**config.mk**
```make
export PLATFORM = sky130hd
export DESIGN_NAME = oplc_top
export DESIGN_NICKNAME = d
export VERILOG_FILES = /design/src/pkg/oplc_pkg.sv /design/src/verilog/oplc_top.sv /design/src/verilog/oplc_line_drive.sv
export SDC_FILE = /design/constraint.sdc
export NUM_CORES = 1
export LEC_CHECK = 0
export BUFFER_PORTS_ARGS = -buffer_cell sky130_fd_sc_hd__buf_2
export CORE_MARGIN = 1.5
export CORE_UTILIZATION = 25
export DETAILED_ROUTE_END_ITERATION = 6
export GPL_ROUTABILITY_DRIVEN = 0
export SYNTH_ARGS = -nofsm -noshare
export SYNTH_HDL_FRONTEND = slang
export SYNTH_HIERARCHICAL = 1
export SYNTH_SLANG_ARGS = --single-unit
```
**constraint.sdc**
```tcl
create_clock -name mclk -period 2.84 [get_ports mclk]
set_input_delay 0.852 -clock mclk [delete_from_list [all_inputs] [get_ports mclk]]
set_output_delay 0.852 -clock mclk [all_outputs]
set_load 0.01 [all_outputs]
```
**src/pkg/oplc_pkg.sv**
```systemverilog
// package: register map, bit positions and types for the port line pull control
package oplc_pkg;
  localparam int          ADDR_W          = 12;
  // printed offsets are register indices; byte address is four times the index
  localparam logic [11:0] CTRL_SET_IDX    = 12'h374;
  localparam logic [11:0] CTRL_CLR_IDX    = 12'h376;
  localparam logic [11:0] STATUS_IDX      = 12'h380;
  localparam logic [11:0] CTRL_SET_ADDR   = {CTRL_SET_IDX[9:0], 2'b00};
  localparam logic [11:0] CTRL_CLR_ADDR   = {CTRL_CLR_IDX[9:0], 2'b00};
  localparam logic [11:0] STATUS_ADDR     = {STATUS_IDX[9:0], 2'b00};
  // control bit positions
  localparam int          DPLUS_PU_BIT    = 0;
  localparam int          DPLUS_PD_BIT    = 1;
  localparam int          DMINUS_PD_BIT   = 2;
  localparam int          SEL_PERIPH_BIT  = 7;
  localparam int          BDIS_ACON_BIT   = 8;
  localparam int          OTG_DISABLE_BIT = 10;
  localparam logic [15:0] CTRL_RESET      = 16'h0086;
  // software start-up values for host and peripheral use
  localparam logic [31:0] HOST_INIT       = 32'h0080_0018;
  localparam logic [31:0] PERIPH_INIT     = 32'h0006_0400;
  localparam logic [1:0]  RESP_OKAY       = 2'h0;
  localparam logic [1:0]  RESP_SLVERR     = 2'h2;

  typedef enum logic [1:0] {
    SEL_NONE   = 2'h0,
    SEL_SET    = 2'h1,
    SEL_CLR    = 2'h2,
    SEL_STATUS = 2'h3
  } oplc_sel_t;

  typedef enum logic [1:0] {
    ST_IDLE = 2'b01,
    ST_RESP = 2'b10
  } oplc_ch_state_t;

  typedef struct packed {
    logic dminus_pull_down_enable;
    logic dplus_pull_down_enable;
    logic dplus_pull_up_connect;
    logic line_pulsing;
  } oplc_line_t;
endpackage : oplc_pkg

```
**src/verilog/oplc_top.sv**
```systemverilog
// module: axi4-lite register bank for the otg port line pull control
//
// Contract
// - d- pull-down is on when control bit 2 is one, off otherwise.
// - d+ pull-down is on when control bit 1 is one, off otherwise.
// - setting bit 0 attaches the 1.5 kilohm d+ pull-up and starts pulsing.
// - clearing bit 0 detaches the d+ pull-up and stops pulsing.
// - in peripheral role d+ pulls high only with bit 0 and vbus sense.
// - internal vbus sense follows presence of 5 v on the vbus pin.
// - ones in the low half at 0374h set control bits; ones in its high half and in the low half at 0376h clear them.
// - status reads show live levels of interrupt sources, not latched copies.
`timescale 1ns/1ns
module oplc_top #(
  parameter int STATUS_W = 16                           // width of the live status word
) (
  input  wire logic                   mclk,             // 250 mhz clock
  input  wire logic                   resetn,           // async reset, active low
  input  wire logic [11:0]            s_axi_awaddr,     // write address
  input  wire logic                   s_axi_awvalid,    // write address valid
  output logic                        s_axi_awready,    // write address ready
  input  wire logic [31:0]            s_axi_wdata,      // write data
  input  wire logic [3:0]             s_axi_wstrb,      // write byte strobes
  input  wire logic                   s_axi_wvalid,     // write data valid
  output logic                        s_axi_wready,     // write data ready
  output logic [1:0]                  s_axi_bresp,      // write response
  output logic                        s_axi_bvalid,     // write response valid
  input  wire logic                   s_axi_bready,     // write response ready
  input  wire logic [11:0]            s_axi_araddr,     // read address
  input  wire logic                   s_axi_arvalid,    // read address valid
  output logic                        s_axi_arready,    // read address ready
  output logic [31:0]                 s_axi_rdata,      // read data
  output logic [1:0]                  s_axi_rresp,      // read response
  output logic                        s_axi_rvalid,     // read data valid
  input  wire logic                   s_axi_rready,     // read data ready
  input  wire logic                   vbus_present,     // 5 v present on vbus pin
  input  wire logic                   port_peripheral_mode, // port 1 fixed as peripheral
  input  wire logic                   bdis_acon_event,  // remote disconnect event pulse
  input  wire logic [STATUS_W-1:0]    otg_irq_levels,   // live interrupt source levels
  output oplc_pkg::oplc_line_t        line,             // line termination controls
  output logic                        vbus_sense        // internal vbus sense
);
  logic [1:0]               rst_sync_q;
  logic                     rst_n;
  logic [15:0]              ctrl_q, ctrl_d;
  oplc_pkg::oplc_ch_state_t wst_q, wst_d, rst_q, rst_d;
  logic                     aw_have_q, aw_have_d, w_have_q, w_have_d;
  logic [11:0]              awaddr_q, awaddr_d;
  logic [31:0]              wdata_q, wdata_d;
  logic [3:0]               wstrb_q, wstrb_d;
  logic                     awready_q, awready_d, wready_q, wready_d;
  logic                     bvalid_q, bvalid_d, arready_q, arready_d, rvalid_q, rvalid_d;
  logic [1:0]               bresp_q, bresp_d, rresp_q, rresp_d;
  logic [31:0]              rdata_q, rdata_d;
  logic                     wr_do;
  oplc_pkg::oplc_sel_t      wr_sel, rd_sel;
  logic [15:0]              set_bits, clr_bits;

  // address decode shared by the write and read paths
  function automatic oplc_pkg::oplc_sel_t decode(input logic [11:0] addr);
    unique case (addr)
      oplc_pkg::CTRL_SET_ADDR: decode = oplc_pkg::SEL_SET;
      oplc_pkg::CTRL_CLR_ADDR: decode = oplc_pkg::SEL_CLR;
      oplc_pkg::STATUS_ADDR:   decode = oplc_pkg::SEL_STATUS;
      default:                 decode = oplc_pkg::SEL_NONE;
    endcase
  endfunction : decode

  // expand two byte strobes into a 16-bit lane mask
  function automatic logic [15:0] lanes(input logic [1:0] strb);
    lanes = {{8{strb[1]}}, {8{strb[0]}}};
  endfunction : lanes

  // reset release through two flip-flops
  always_ff @(posedge mclk or negedge resetn) begin
    if (!resetn) begin
      rst_sync_q <= 2'h0;
    end else begin
      rst_sync_q <= {rst_sync_q[0], 1'b1};
    end
  end
  assign rst_n = rst_sync_q[1];

  assign wr_sel = decode(awaddr_q);
  assign rd_sel = decode(s_axi_araddr);
  assign wr_do  = aw_have_q & w_have_q & (wst_q == oplc_pkg::ST_IDLE);

  // write channel: latch address and data in either order, then answer
  always_comb begin
    aw_have_d = aw_have_q;
    w_have_d  = w_have_q;
    awaddr_d  = awaddr_q;
    wdata_d   = wdata_q;
    wstrb_d   = wstrb_q;
    wst_d     = wst_q;
    bvalid_d  = bvalid_q;
    bresp_d   = bresp_q;
    if (s_axi_awvalid && awready_q) begin
      aw_have_d = 1'b1;
      awaddr_d  = s_axi_awaddr;
    end
    if (s_axi_wvalid && wready_q) begin
      w_have_d = 1'b1;
      wdata_d  = s_axi_wdata;
      wstrb_d  = s_axi_wstrb;
    end
    unique case (wst_q)
      oplc_pkg::ST_IDLE: begin
        if (wr_do) begin
          aw_have_d = 1'b0;
          w_have_d  = 1'b0;
          wst_d     = oplc_pkg::ST_RESP;
          bvalid_d  = 1'b1;
          bresp_d   = (wr_sel == oplc_pkg::SEL_SET || wr_sel == oplc_pkg::SEL_CLR) ?
                      oplc_pkg::RESP_OKAY : oplc_pkg::RESP_SLVERR;
        end
      end
      oplc_pkg::ST_RESP: begin
        if (s_axi_bready) begin
          bvalid_d = 1'b0;
          wst_d    = oplc_pkg::ST_IDLE;
        end
      end
      default: begin
        wst_d    = oplc_pkg::ST_IDLE;
        bvalid_d = 1'b0;
      end
    endcase
    awready_d = (wst_d == oplc_pkg::ST_IDLE) & ~aw_have_d;
    wready_d  = (wst_d == oplc_pkg::ST_IDLE) & ~w_have_d;
  end

  // control register: set and clear addresses, hardware set of the role bit
  always_comb begin
    set_bits = 16'h0000;
    clr_bits = 16'h0000;
    if (wr_do && wr_sel == oplc_pkg::SEL_SET) begin
      set_bits = wdata_q[15:0] & lanes(wstrb_q[1:0]);
      clr_bits = wdata_q[31:16] & lanes(wstrb_q[3:2]);
    end else if (wr_do && wr_sel == oplc_pkg::SEL_CLR) begin
      clr_bits = wdata_q[15:0] & lanes(wstrb_q[1:0]);
    end
    // set is applied after clear so a set wins
    ctrl_d = (ctrl_q & ~clr_bits) | set_bits;
    if (bdis_acon_event && ctrl_q[oplc_pkg::BDIS_ACON_BIT]) begin
      ctrl_d[oplc_pkg::SEL_PERIPH_BIT] = 1'b1;
    end
  end

  // read channel: one read in flight, data captured at address accept
  always_comb begin
    rst_d   = rst_q;
    rvalid_d = rvalid_q;
    rdata_d  = rdata_q;
    rresp_d  = rresp_q;
    unique case (rst_q)
      oplc_pkg::ST_IDLE: begin
        if (s_axi_arvalid && arready_q) begin
          rst_d    = oplc_pkg::ST_RESP;
          rvalid_d = 1'b1;
          rresp_d  = oplc_pkg::RESP_OKAY;
          unique case (rd_sel)
            oplc_pkg::SEL_SET,
            oplc_pkg::SEL_CLR:    rdata_d = {16'h0000, ctrl_q};
            oplc_pkg::SEL_STATUS: rdata_d = 32'(otg_irq_levels);
            default: begin
              rdata_d = 32'h0000_0000;
              rresp_d = oplc_pkg::RESP_SLVERR;
            end
          endcase
        end
      end
      oplc_pkg::ST_RESP: begin
        if (s_axi_rready) begin
          rvalid_d = 1'b0;
          rst_d    = oplc_pkg::ST_IDLE;
        end
      end
      default: begin
        rst_d    = oplc_pkg::ST_IDLE;
        rvalid_d = 1'b0;
      end
    endcase
    arready_d = (rst_d == oplc_pkg::ST_IDLE);
  end

  // state registers
  always_ff @(posedge mclk or negedge rst_n) begin
    if (!rst_n) begin
      ctrl_q    <= oplc_pkg::CTRL_RESET;
      wst_q     <= oplc_pkg::ST_IDLE;
      rst_q     <= oplc_pkg::ST_IDLE;
      aw_have_q <= 1'b0;
      w_have_q  <= 1'b0;
      awaddr_q  <= 12'h000;
      wdata_q   <= 32'h0000_0000;
      wstrb_q   <= 4'h0;
      awready_q <= 1'b0;
      wready_q  <= 1'b0;
      bvalid_q  <= 1'b0;
      bresp_q   <= 2'h0;
      arready_q <= 1'b0;
      rvalid_q  <= 1'b0;
      rresp_q   <= 2'h0;
      rdata_q   <= 32'h0000_0000;
    end else begin
      ctrl_q    <= ctrl_d;
      wst_q     <= wst_d;
      rst_q     <= rst_d;
      aw_have_q <= aw_have_d;
      w_have_q  <= w_have_d;
      awaddr_q  <= awaddr_d;
      wdata_q   <= wdata_d;
      wstrb_q   <= wstrb_d;
      awready_q <= awready_d;
      wready_q  <= wready_d;
      bvalid_q  <= bvalid_d;
      bresp_q   <= bresp_d;
      arready_q <= arready_d;
      rvalid_q  <= rvalid_d;
      rresp_q   <= rresp_d;
      rdata_q   <= rdata_d;
    end
  end

  assign s_axi_awready = awready_q;
  assign s_axi_wready  = wready_q;
  assign s_axi_bvalid  = bvalid_q;
  assign s_axi_bresp   = bresp_q;
  assign s_axi_arready = arready_q;
  assign s_axi_rvalid  = rvalid_q;
  assign s_axi_rresp   = rresp_q;
  assign s_axi_rdata   = rdata_q;

  // line termination stage
  oplc_line_drive u_line (
    .clk                  (mclk),
    .rst_n                (rst_n),
    .ctrl                 (ctrl_q),
    .vbus_present         (vbus_present),
    .port_peripheral_mode (port_peripheral_mode),
    .line                 (line),
    .vbus_sense           (vbus_sense)
  );
endmodule : oplc_top

```
**src/verilog/oplc_line_drive.sv**
```systemverilog
// module: line termination drive and vbus sense for port 1
`timescale 1ns/1ns
module oplc_line_drive (
  input  wire logic               clk,                  // system clock
  input  wire logic               rst_n,                // synchronised reset, active low
  input  wire logic [15:0]        ctrl,                 // control register contents
  input  wire logic               vbus_present,         // 5 v comparator on the vbus pin
  input  wire logic               port_peripheral_mode, // port 1 fixed as peripheral
  output oplc_pkg::oplc_line_t    line,                 // registered line controls
  output logic                    vbus_sense            // registered internal vbus signal
);
  oplc_pkg::oplc_line_t line_q, line_d;
  logic                 vbus_q, vbus_d;
  logic                 periph_role;

  // next line state from control bits, role and vbus
  always_comb begin
    vbus_d      = vbus_present;
    periph_role = port_peripheral_mode |
                  (~ctrl[oplc_pkg::OTG_DISABLE_BIT] & ctrl[oplc_pkg::SEL_PERIPH_BIT]);
    line_d.dminus_pull_down_enable = ctrl[oplc_pkg::DMINUS_PD_BIT];
    line_d.dplus_pull_down_enable  = ctrl[oplc_pkg::DPLUS_PD_BIT];
    line_d.line_pulsing            = ctrl[oplc_pkg::DPLUS_PU_BIT];
    // peripheral role gates the pull-up with vbus sense
    line_d.dplus_pull_up_connect   = ctrl[oplc_pkg::DPLUS_PU_BIT] &
                                     (~periph_role | vbus_q);
  end

  // output registers
  always_ff @(posedge clk or negedge rst_n) begin
    if (!rst_n) begin
      line_q <= '0;
      vbus_q <= 1'b0;
    end else begin
      line_q <= line_d;
      vbus_q <= vbus_d;
    end
  end

  assign line       = line_q;
  assign vbus_sense = vbus_q;
endmodule : oplc_line_drive

```
==> flow_metrics.py, run 1 <==
metrics = {
    "clock_tree": {
        "clk_latency_ns": 0.35,
        "clk_pin_slew_worst_paths_ns": 0.06,
        "cts_resized": 0,
        "cts_tree": "built",
        "post_cts_buffers": 0,
        "h-tree-depth": 3,
        "clock-sinks": 100,
        "cts_hold_buf": 0,
        "cts-root-buf": "clkbuf_16",
        "numCtsBuffers": 9,
        "cts.path.max_buffers": 2,
    },
    "drt": {
        "drt_pass1_iterations": 4,
        "drc": 0,
        "post_drt_wl_per_cell_um": 14.55,
        "via_count": 3349,
        "antenna_left": 0,
        "vias_per_cell": 4.532,
        "wl_um": 10750,
        "drtIter0Drc": 89,
    },
    "die": {
        "dieArea_um2": 19200,
        "die_h_um": 138.6,
        "start_util_pct": 25.50,
        "die_x_um": 138.6,
        "design.core.area_um2": 18020,
        "io_pins": 132,
        "num_rows": 49,
    },
    "pwr": {
        "leakage_nw": 2.558,
        "vdd_ir_drop_max_mv": 0.5393,
        "p_per_area_nw_per_um2": 793.3,
    },
    "logic_synthesis": {
        "synth-edff-count": 0,
        "yosys_warnings": 6,
        "dominantRegCellSynth": "dfrtp_1",
        "synth_area_per_cell_um2": 11.61,
        "synth-seq-cells": 100,
        "ys_async_sr_fraction_pct": 100.0,
        "syn_area_um2": 4596,
        "synth_top_area_cell": "dfrtp_1",
        "synth_top_area_share_pct": 51.73,
        "netlist_top_cells_area": "dfrtp_1 52%, mux2_2 12%, nand2_1 3.3%, buf_4 3.1%, dfstp_2 2.9%",
        "ys_seq_area_share_pct": 54.59,
        "ys_types": 44,
        "netlist_instances": 396,
    },
    "worst_setup_path": {
        "critPathRequiredTime_ns": 3.08,
        "arrival_ns": 2.79,
        "critPathKind": "in2reg",
        "crit_fanout": 16,
        "reg2regPathDepth": 7,
        "crit_path_end_kind": "flip-flop",
        "worstSetupStartpointType": "primary input",
    },
    "cells_and_area": {
        "nets": 599,
        "finalInstanceArea_um2": 5603,
        "antenna_cells": 0,
        "fin_cells": 739,
        "syn2layout_area_growth_pct": 21.92,
        "layout-drive-gt1-share_pct": 38.24,
        "nFillCells": 1852,
    },
    "sta": {
        "final-setup-viol-count": 0,
        "max-slew-margin-rel_pct": 59.81,
        "final_hold_viol_count": 0,
        "fin_crit_sh_pct": 89.66,
        "tightest_slew_ns": 0.6028,
        "grt_setup_unrepaired": "no",
        "finalClockSkew_ns": 0.008721,
        "fmaxAchievable_ghz": 0.3927,
        "final_max_slew_viol_count": 0,
        "fin_crit_ns": 2.546,
    },
    "global_routing": {
        "grt_usage_pct": 11.81,
        "grt_pass1_vias": 3453,
        "grt_max_degree": 55,
        "antenna_found_initial": 1,
        "grt_pass1_wl_um": 17790,
        "grt_use_met1_pct": 14.75,
        "use_met3_pct": 4.247,
        "grt-busiest-layer": "met2",
        "met2_usage_pct": 18.51,
        "grt_overflow": 0,
    },
    "status": {
        "status": "finished clean",
    },
    "run": {
        "maxCapViolations": 0,
    },
    "place": {
        "numPortBuffers": 113,
        "placed_cells": 723,
        "place_area_um2": 5340,
        "place_hpwl_um": 8179,
    },
    "min_path": {
        "hold_class": "in2async",
    },
}
-- cell usage after synthesis, types with 8 or more instances --
| library cell | instances |
|---|---|
| a22oi_1 | 16 |
| inv_1 | 26 |
| buf_4 | 19 |
| o2bb2ai_1 | 15 |
| o21ai_0 | 18 |
| o31ai_1 | 16 |
| nand2_1 | 40 |
| nor3_1 | 17 |
| ha_1 | 8 |
| mux2_2 | 50 |
| buf_2 | 8 |
| dfrtp_1 | 95 |
-- layer usage --
metal	part of all wire (%)	wire, um
met1	44	4708
met2	46	4999
met3	7.4	799
met4	2.3	243
met5	0	0
-- report_power, final --
part	internal [mW]	leakage, nW	switching [mW]
combinational	0.579	1.19	0.547
sequential	1.87	1.25	0.339
clock	0.590	0.125	0.519
total	3.04	2.56	1.41
-- final timing paths --
path / from / end / slack (ns)
setup reg to reg: awaddr_q[4] / ctrl_q[0] / 0.38
hold / removal: resetn / rst_sync_q[1] / 0.28
max in group asynchronous: rst_sync_q[1] / ctrl_q[7] / 1.71
setup / recovery: s_axi_araddr[4] / s_axi_rdata[14] / 0.29
min in group mclk: rst_sync_q[0] / rst_sync_q[1] / 0.36
hold reg to reg: rst_sync_q[1] / s_axi_bvalid / 0.33
-- cell type report --
type	instances	area, um^2	share of cell area, %
sequential	100	2512	44.84
multi-input combinational	251	1836	32.76
timing repair buffer	117	608.1	10.85
tap	229	286.5	5.114
clock buffer	11	232.7	4.154
inverter	26	97.59	1.742
clock inverter	5	30.03	0.5360
-- registers in the layout, indices dropped and copies added, names as in the netlist, 2 cells and up --
signal,count
awaddr_q,12
ctrl_q,16
rst_q,2
rst_sync_q,2
s_axi_rdata,16
u_line/line,4
wdata_q,32
wst_q,2
wstrb_q,4
-- cell families after synthesis --
group / after synthesis / share of synthesized area, %
and+or+nand+nor: 87 / 9.692
muxes: 50 / 12.25
AOI/OAI and AO/OA: 87 / 14.27
buffers and inverters: 62 / 6.861
adders and majority gates: 8 / 2.178
DFF: 100 / 54.59
other: 2 / 0.1634
-- cell usage in the layout, fill, tap and decap left out, types with 4 or more instances in the layout --
cell       count
clkbuf_16      9
nor2b_1        4
inv_1         26
ha_1           8
buf_2        113
dfstp_2        5
a22oi_1       16
nor3_1        17
o21ai_0       18
nand2_1       40
o2bb2ai_1     15
o31ai_1       16
conb_1        19
mux2_2        50
nand3_1        4
dfrtp_1       94
-- worst max-delay path: stages --
cell and delay, ns:
buf_2 0.10, nor4_1 0.35, nand2_1 0.14, a211o_1 0.31, ha_1 0.64, a22oi_1 0.15
o31ai_1 0.25
-- through the flow --
stage | setup TNS, ns | utilization [%] | power [mW] | setup slack [ns] | hold slack, ns
finish | 0 | 31.08 | 4.445 | 0.2936 | 0.2760
global route | 0 | 31.08 | 4.780 | 0.02030 | 0.2552
CTS | 0 | 31.08 | 4.529 | 0.2814 | 0.2553
detailed placement | -0.3226 | 29.63 | 3.383 | -0.08974 | 0.3388
global placement | 0 | 29.63 | 3.320 | 0.1065 | 0.3409
floorplan | 0 | - | 3.067 | 0.2656 | 0.3311
Power figures use the tool's default switching activity.
==> run 2, diff against run 1 <==
--- a/config.mk
+++ b/config.mk
@@ -6,6 +6,7 @@
 export NUM_CORES = 1
 export LEC_CHECK = 0
 export BUFFER_PORTS_ARGS = -buffer_cell sky130_fd_sc_hd__buf_2
+export CORE_ASPECT_RATIO = 1.25
 export CORE_MARGIN = 1.5
 export CORE_UTILIZATION = 25
 export DETAILED_ROUTE_END_ITERATION = 6
==> run 2 against run 1 <==
  * Flip-flop and latch count unchanged
  * Clock-buffer cell count fell by 1
  * Power rose by 6.4%
  * Worst hold slack better by 0.0025 ns
  * Clock power rose by 25%
  * Routed wire length rose by 1.7%
==> flow_metrics.py, run 2 (synthesized netlist as in run 1, its figures left out) <==
metrics = {
    "worst_setup_path": {
        "arrival_ns": 2.81,
        "critPathRequiredTime_ns": 3.08,
        "path_cells": "buf_2 -> nor4_1 -> nand2_1 -> a211o_1 -> ha_1 -> a22oi_1 -> o31ai_1",
        "crit_fanout": 16,
        "worstSetupStartpointType": "primary input",
        "critPathKind": "in2reg",
        "slowest_stage": "ha_1",
        "crit_path_end_kind": "flip-flop",
        "critical_path.top_delay_family": "compound AO/OA/AOI/OAI gates",
        "cpPeakStageDelay_ns": 0.64,
        "critical_path_buf_inv_count": 1,
    },
    "sta": {
        "fin_crit_sh_pct": 90.59,
        "final-setup-viol-count": 0,
        "grt_setup_unrepaired": "no",
        "fin_worst_hold_slack_ns": 0.2785,
        "fin_crit_ns": 2.573,
        "tightest_slew_ns": 1.043,
        "finalClockSkew_ns": 0.01012,
        "final_max_slew_viol_count": 0,
        "fmaxAchievable_ghz": 0.3887,
        "final_hold_viol_count": 0,
        "layout_setup_ws_ns": 0.2672,
        "max-slew-margin-rel_pct": 30.45,
        "fin_tns_setup_ns": 0,
    },
    "die": {
        "io_pins": 132,
        "design.core.area_um2": 18030,
        "die_h_um": 154.6,
        "start_util_pct": 25.49,
        "num_rows": 55,
        "dieArea_um2": 19210,
        "die_x_um": 124.3,
    },
    "clock_tree": {
        "post_cts_buffers": 0,
        "clk_pin_slew_worst_paths_ns": 0.07,
        "cts-root-buf": "clkbuf_16",
        "cts_resized": 0,
        "clock-sinks": 100,
        "cts_hold_buf": 0,
        "h-tree-depth": 3,
        "cts.path.max_buffers": 2,
        "clk_latency_ns": 0.35,
        "numCtsBuffers": 9,
        "cts_tree": "built",
    },
    "global_routing": {
        "grt_max_degree": 80,
        "grt_pass1_vias": 3487,
        "antenna_found_initial": 3,
        "grt_overflow": 0,
        "grt_usage_pct": 11.67,
        "grt_pass1_wl_um": 17450,
    },
    "drt": {
        "drtIter0Drc": 90,
        "wl_um": 10930,
        "drc": 0,
        "dr_wl_met2_um": 5364,
        "drt_pass1_iterations": 4,
        "met1Wirelength_um": 4450,
        "highest_layer": "met5",
        "post_drt_wl_per_cell_um": 14.77,
        "via_count": 3355,
        "dr_wl_met3_um": 828,
        "vias_per_cell": 4.534,
        "antenna_left": 0,
    },
    "pwr": {
        "power.total_mw": 4.729,
        "vdd_ir_drop_max_mv": 0.3982,
        "p_per_area_nw_per_um2": 832.8,
        "leakage_nw": 2.588,
    },
    "cells_and_area": {
        "layout-drive-gt1-share_pct": 38.55,
        "final_cell_mix": "113 x buf_2, 94 x dfrtp_1, 50 x mux2_2",
        "nets": 600,
        "top_register": "wdata_q",
        "syn2layout_area_growth_pct": 23.55,
        "utilization_pct": 31.49,
        "largest_register_ff_count": 32,
        "final_common_cell": "buf_2",
    },
    "place": {
        "post-place-ws_ns": -0.08003,
        "place_hpwl_um": 8339,
        "numPortBuffers": 113,
    },
    "min_path": {
        "hold_class": "in2async",
    },
    "status": {
        "status": "finished clean",
    },
    "run": {
        "maxCapViolations": 0,
    },
}
-- run 2: cell count changes in the layout (fill, tap and decap cells not counted), sizes merged --
cell,change
buf,+1
diode,+1
clkinv,-3
clkbuf,-1
clkinvlp,+1
bufinv,+3
-- run 2: final cells by class --
cell class,count,area (um^2)
multi-input combinational,251,1836
clock inverter,6,112.6
tap,228,285.3
antenna,1,2.502
timing repair buffer,118,603.1
clock buffer,10,229.0
inverter,26,97.59
sequential,100,2512
fill,1879,12350
-- run 2: routing by layer --
layer  up-vias  global-route usage [%]
met5         -                       0
met4         2                   5.364
met3        17                   4.428
met2       113                   19.60
met1      1635                   13.15
li1       1588                       -
-- run 2: worst paths after layout --
kind | start | end | slack [ns] | depth (start not counted)
max | s_axi_araddr[4] | s_axi_rdata[9] | 0.27 | 7
min | resetn | rst_sync_q[1] | 0.28 | 1
max reg2reg | awaddr_q[1] | ctrl_q[12] | 0.38 | 7
min reg2reg | rst_sync_q[0] | rst_sync_q[1] | 0.36 | 0
max in group asynchronous | rst_sync_q[1] | ctrl_q[2] | 1.47 | 1
min in group mclk | rst_sync_q[0] | rst_sync_q[1] | 0.36 | 0
-- run 2: per-stage QoR --
| step | instance area, um^2 | cells |
|---|---|---|
| after floorplan | 4661 | 413 |
| after global placement | 5334 | 723 |
| after detailed placement | 5334 | 723 |
| after CTS | 5675 | 739 |
| after global routing | 5675 | 739 |
| final | 5678 | 740 |
-- run 2: report_power, final --
group	total, mW	switching (mW)	internal, mW	leakage [nW]
clock	1.39	0.533	0.861	0.155
combinational	1.12	0.539	0.577	1.19
sequential	2.22	0.348	1.87	1.25
total	4.73	1.42	3.31	2.59
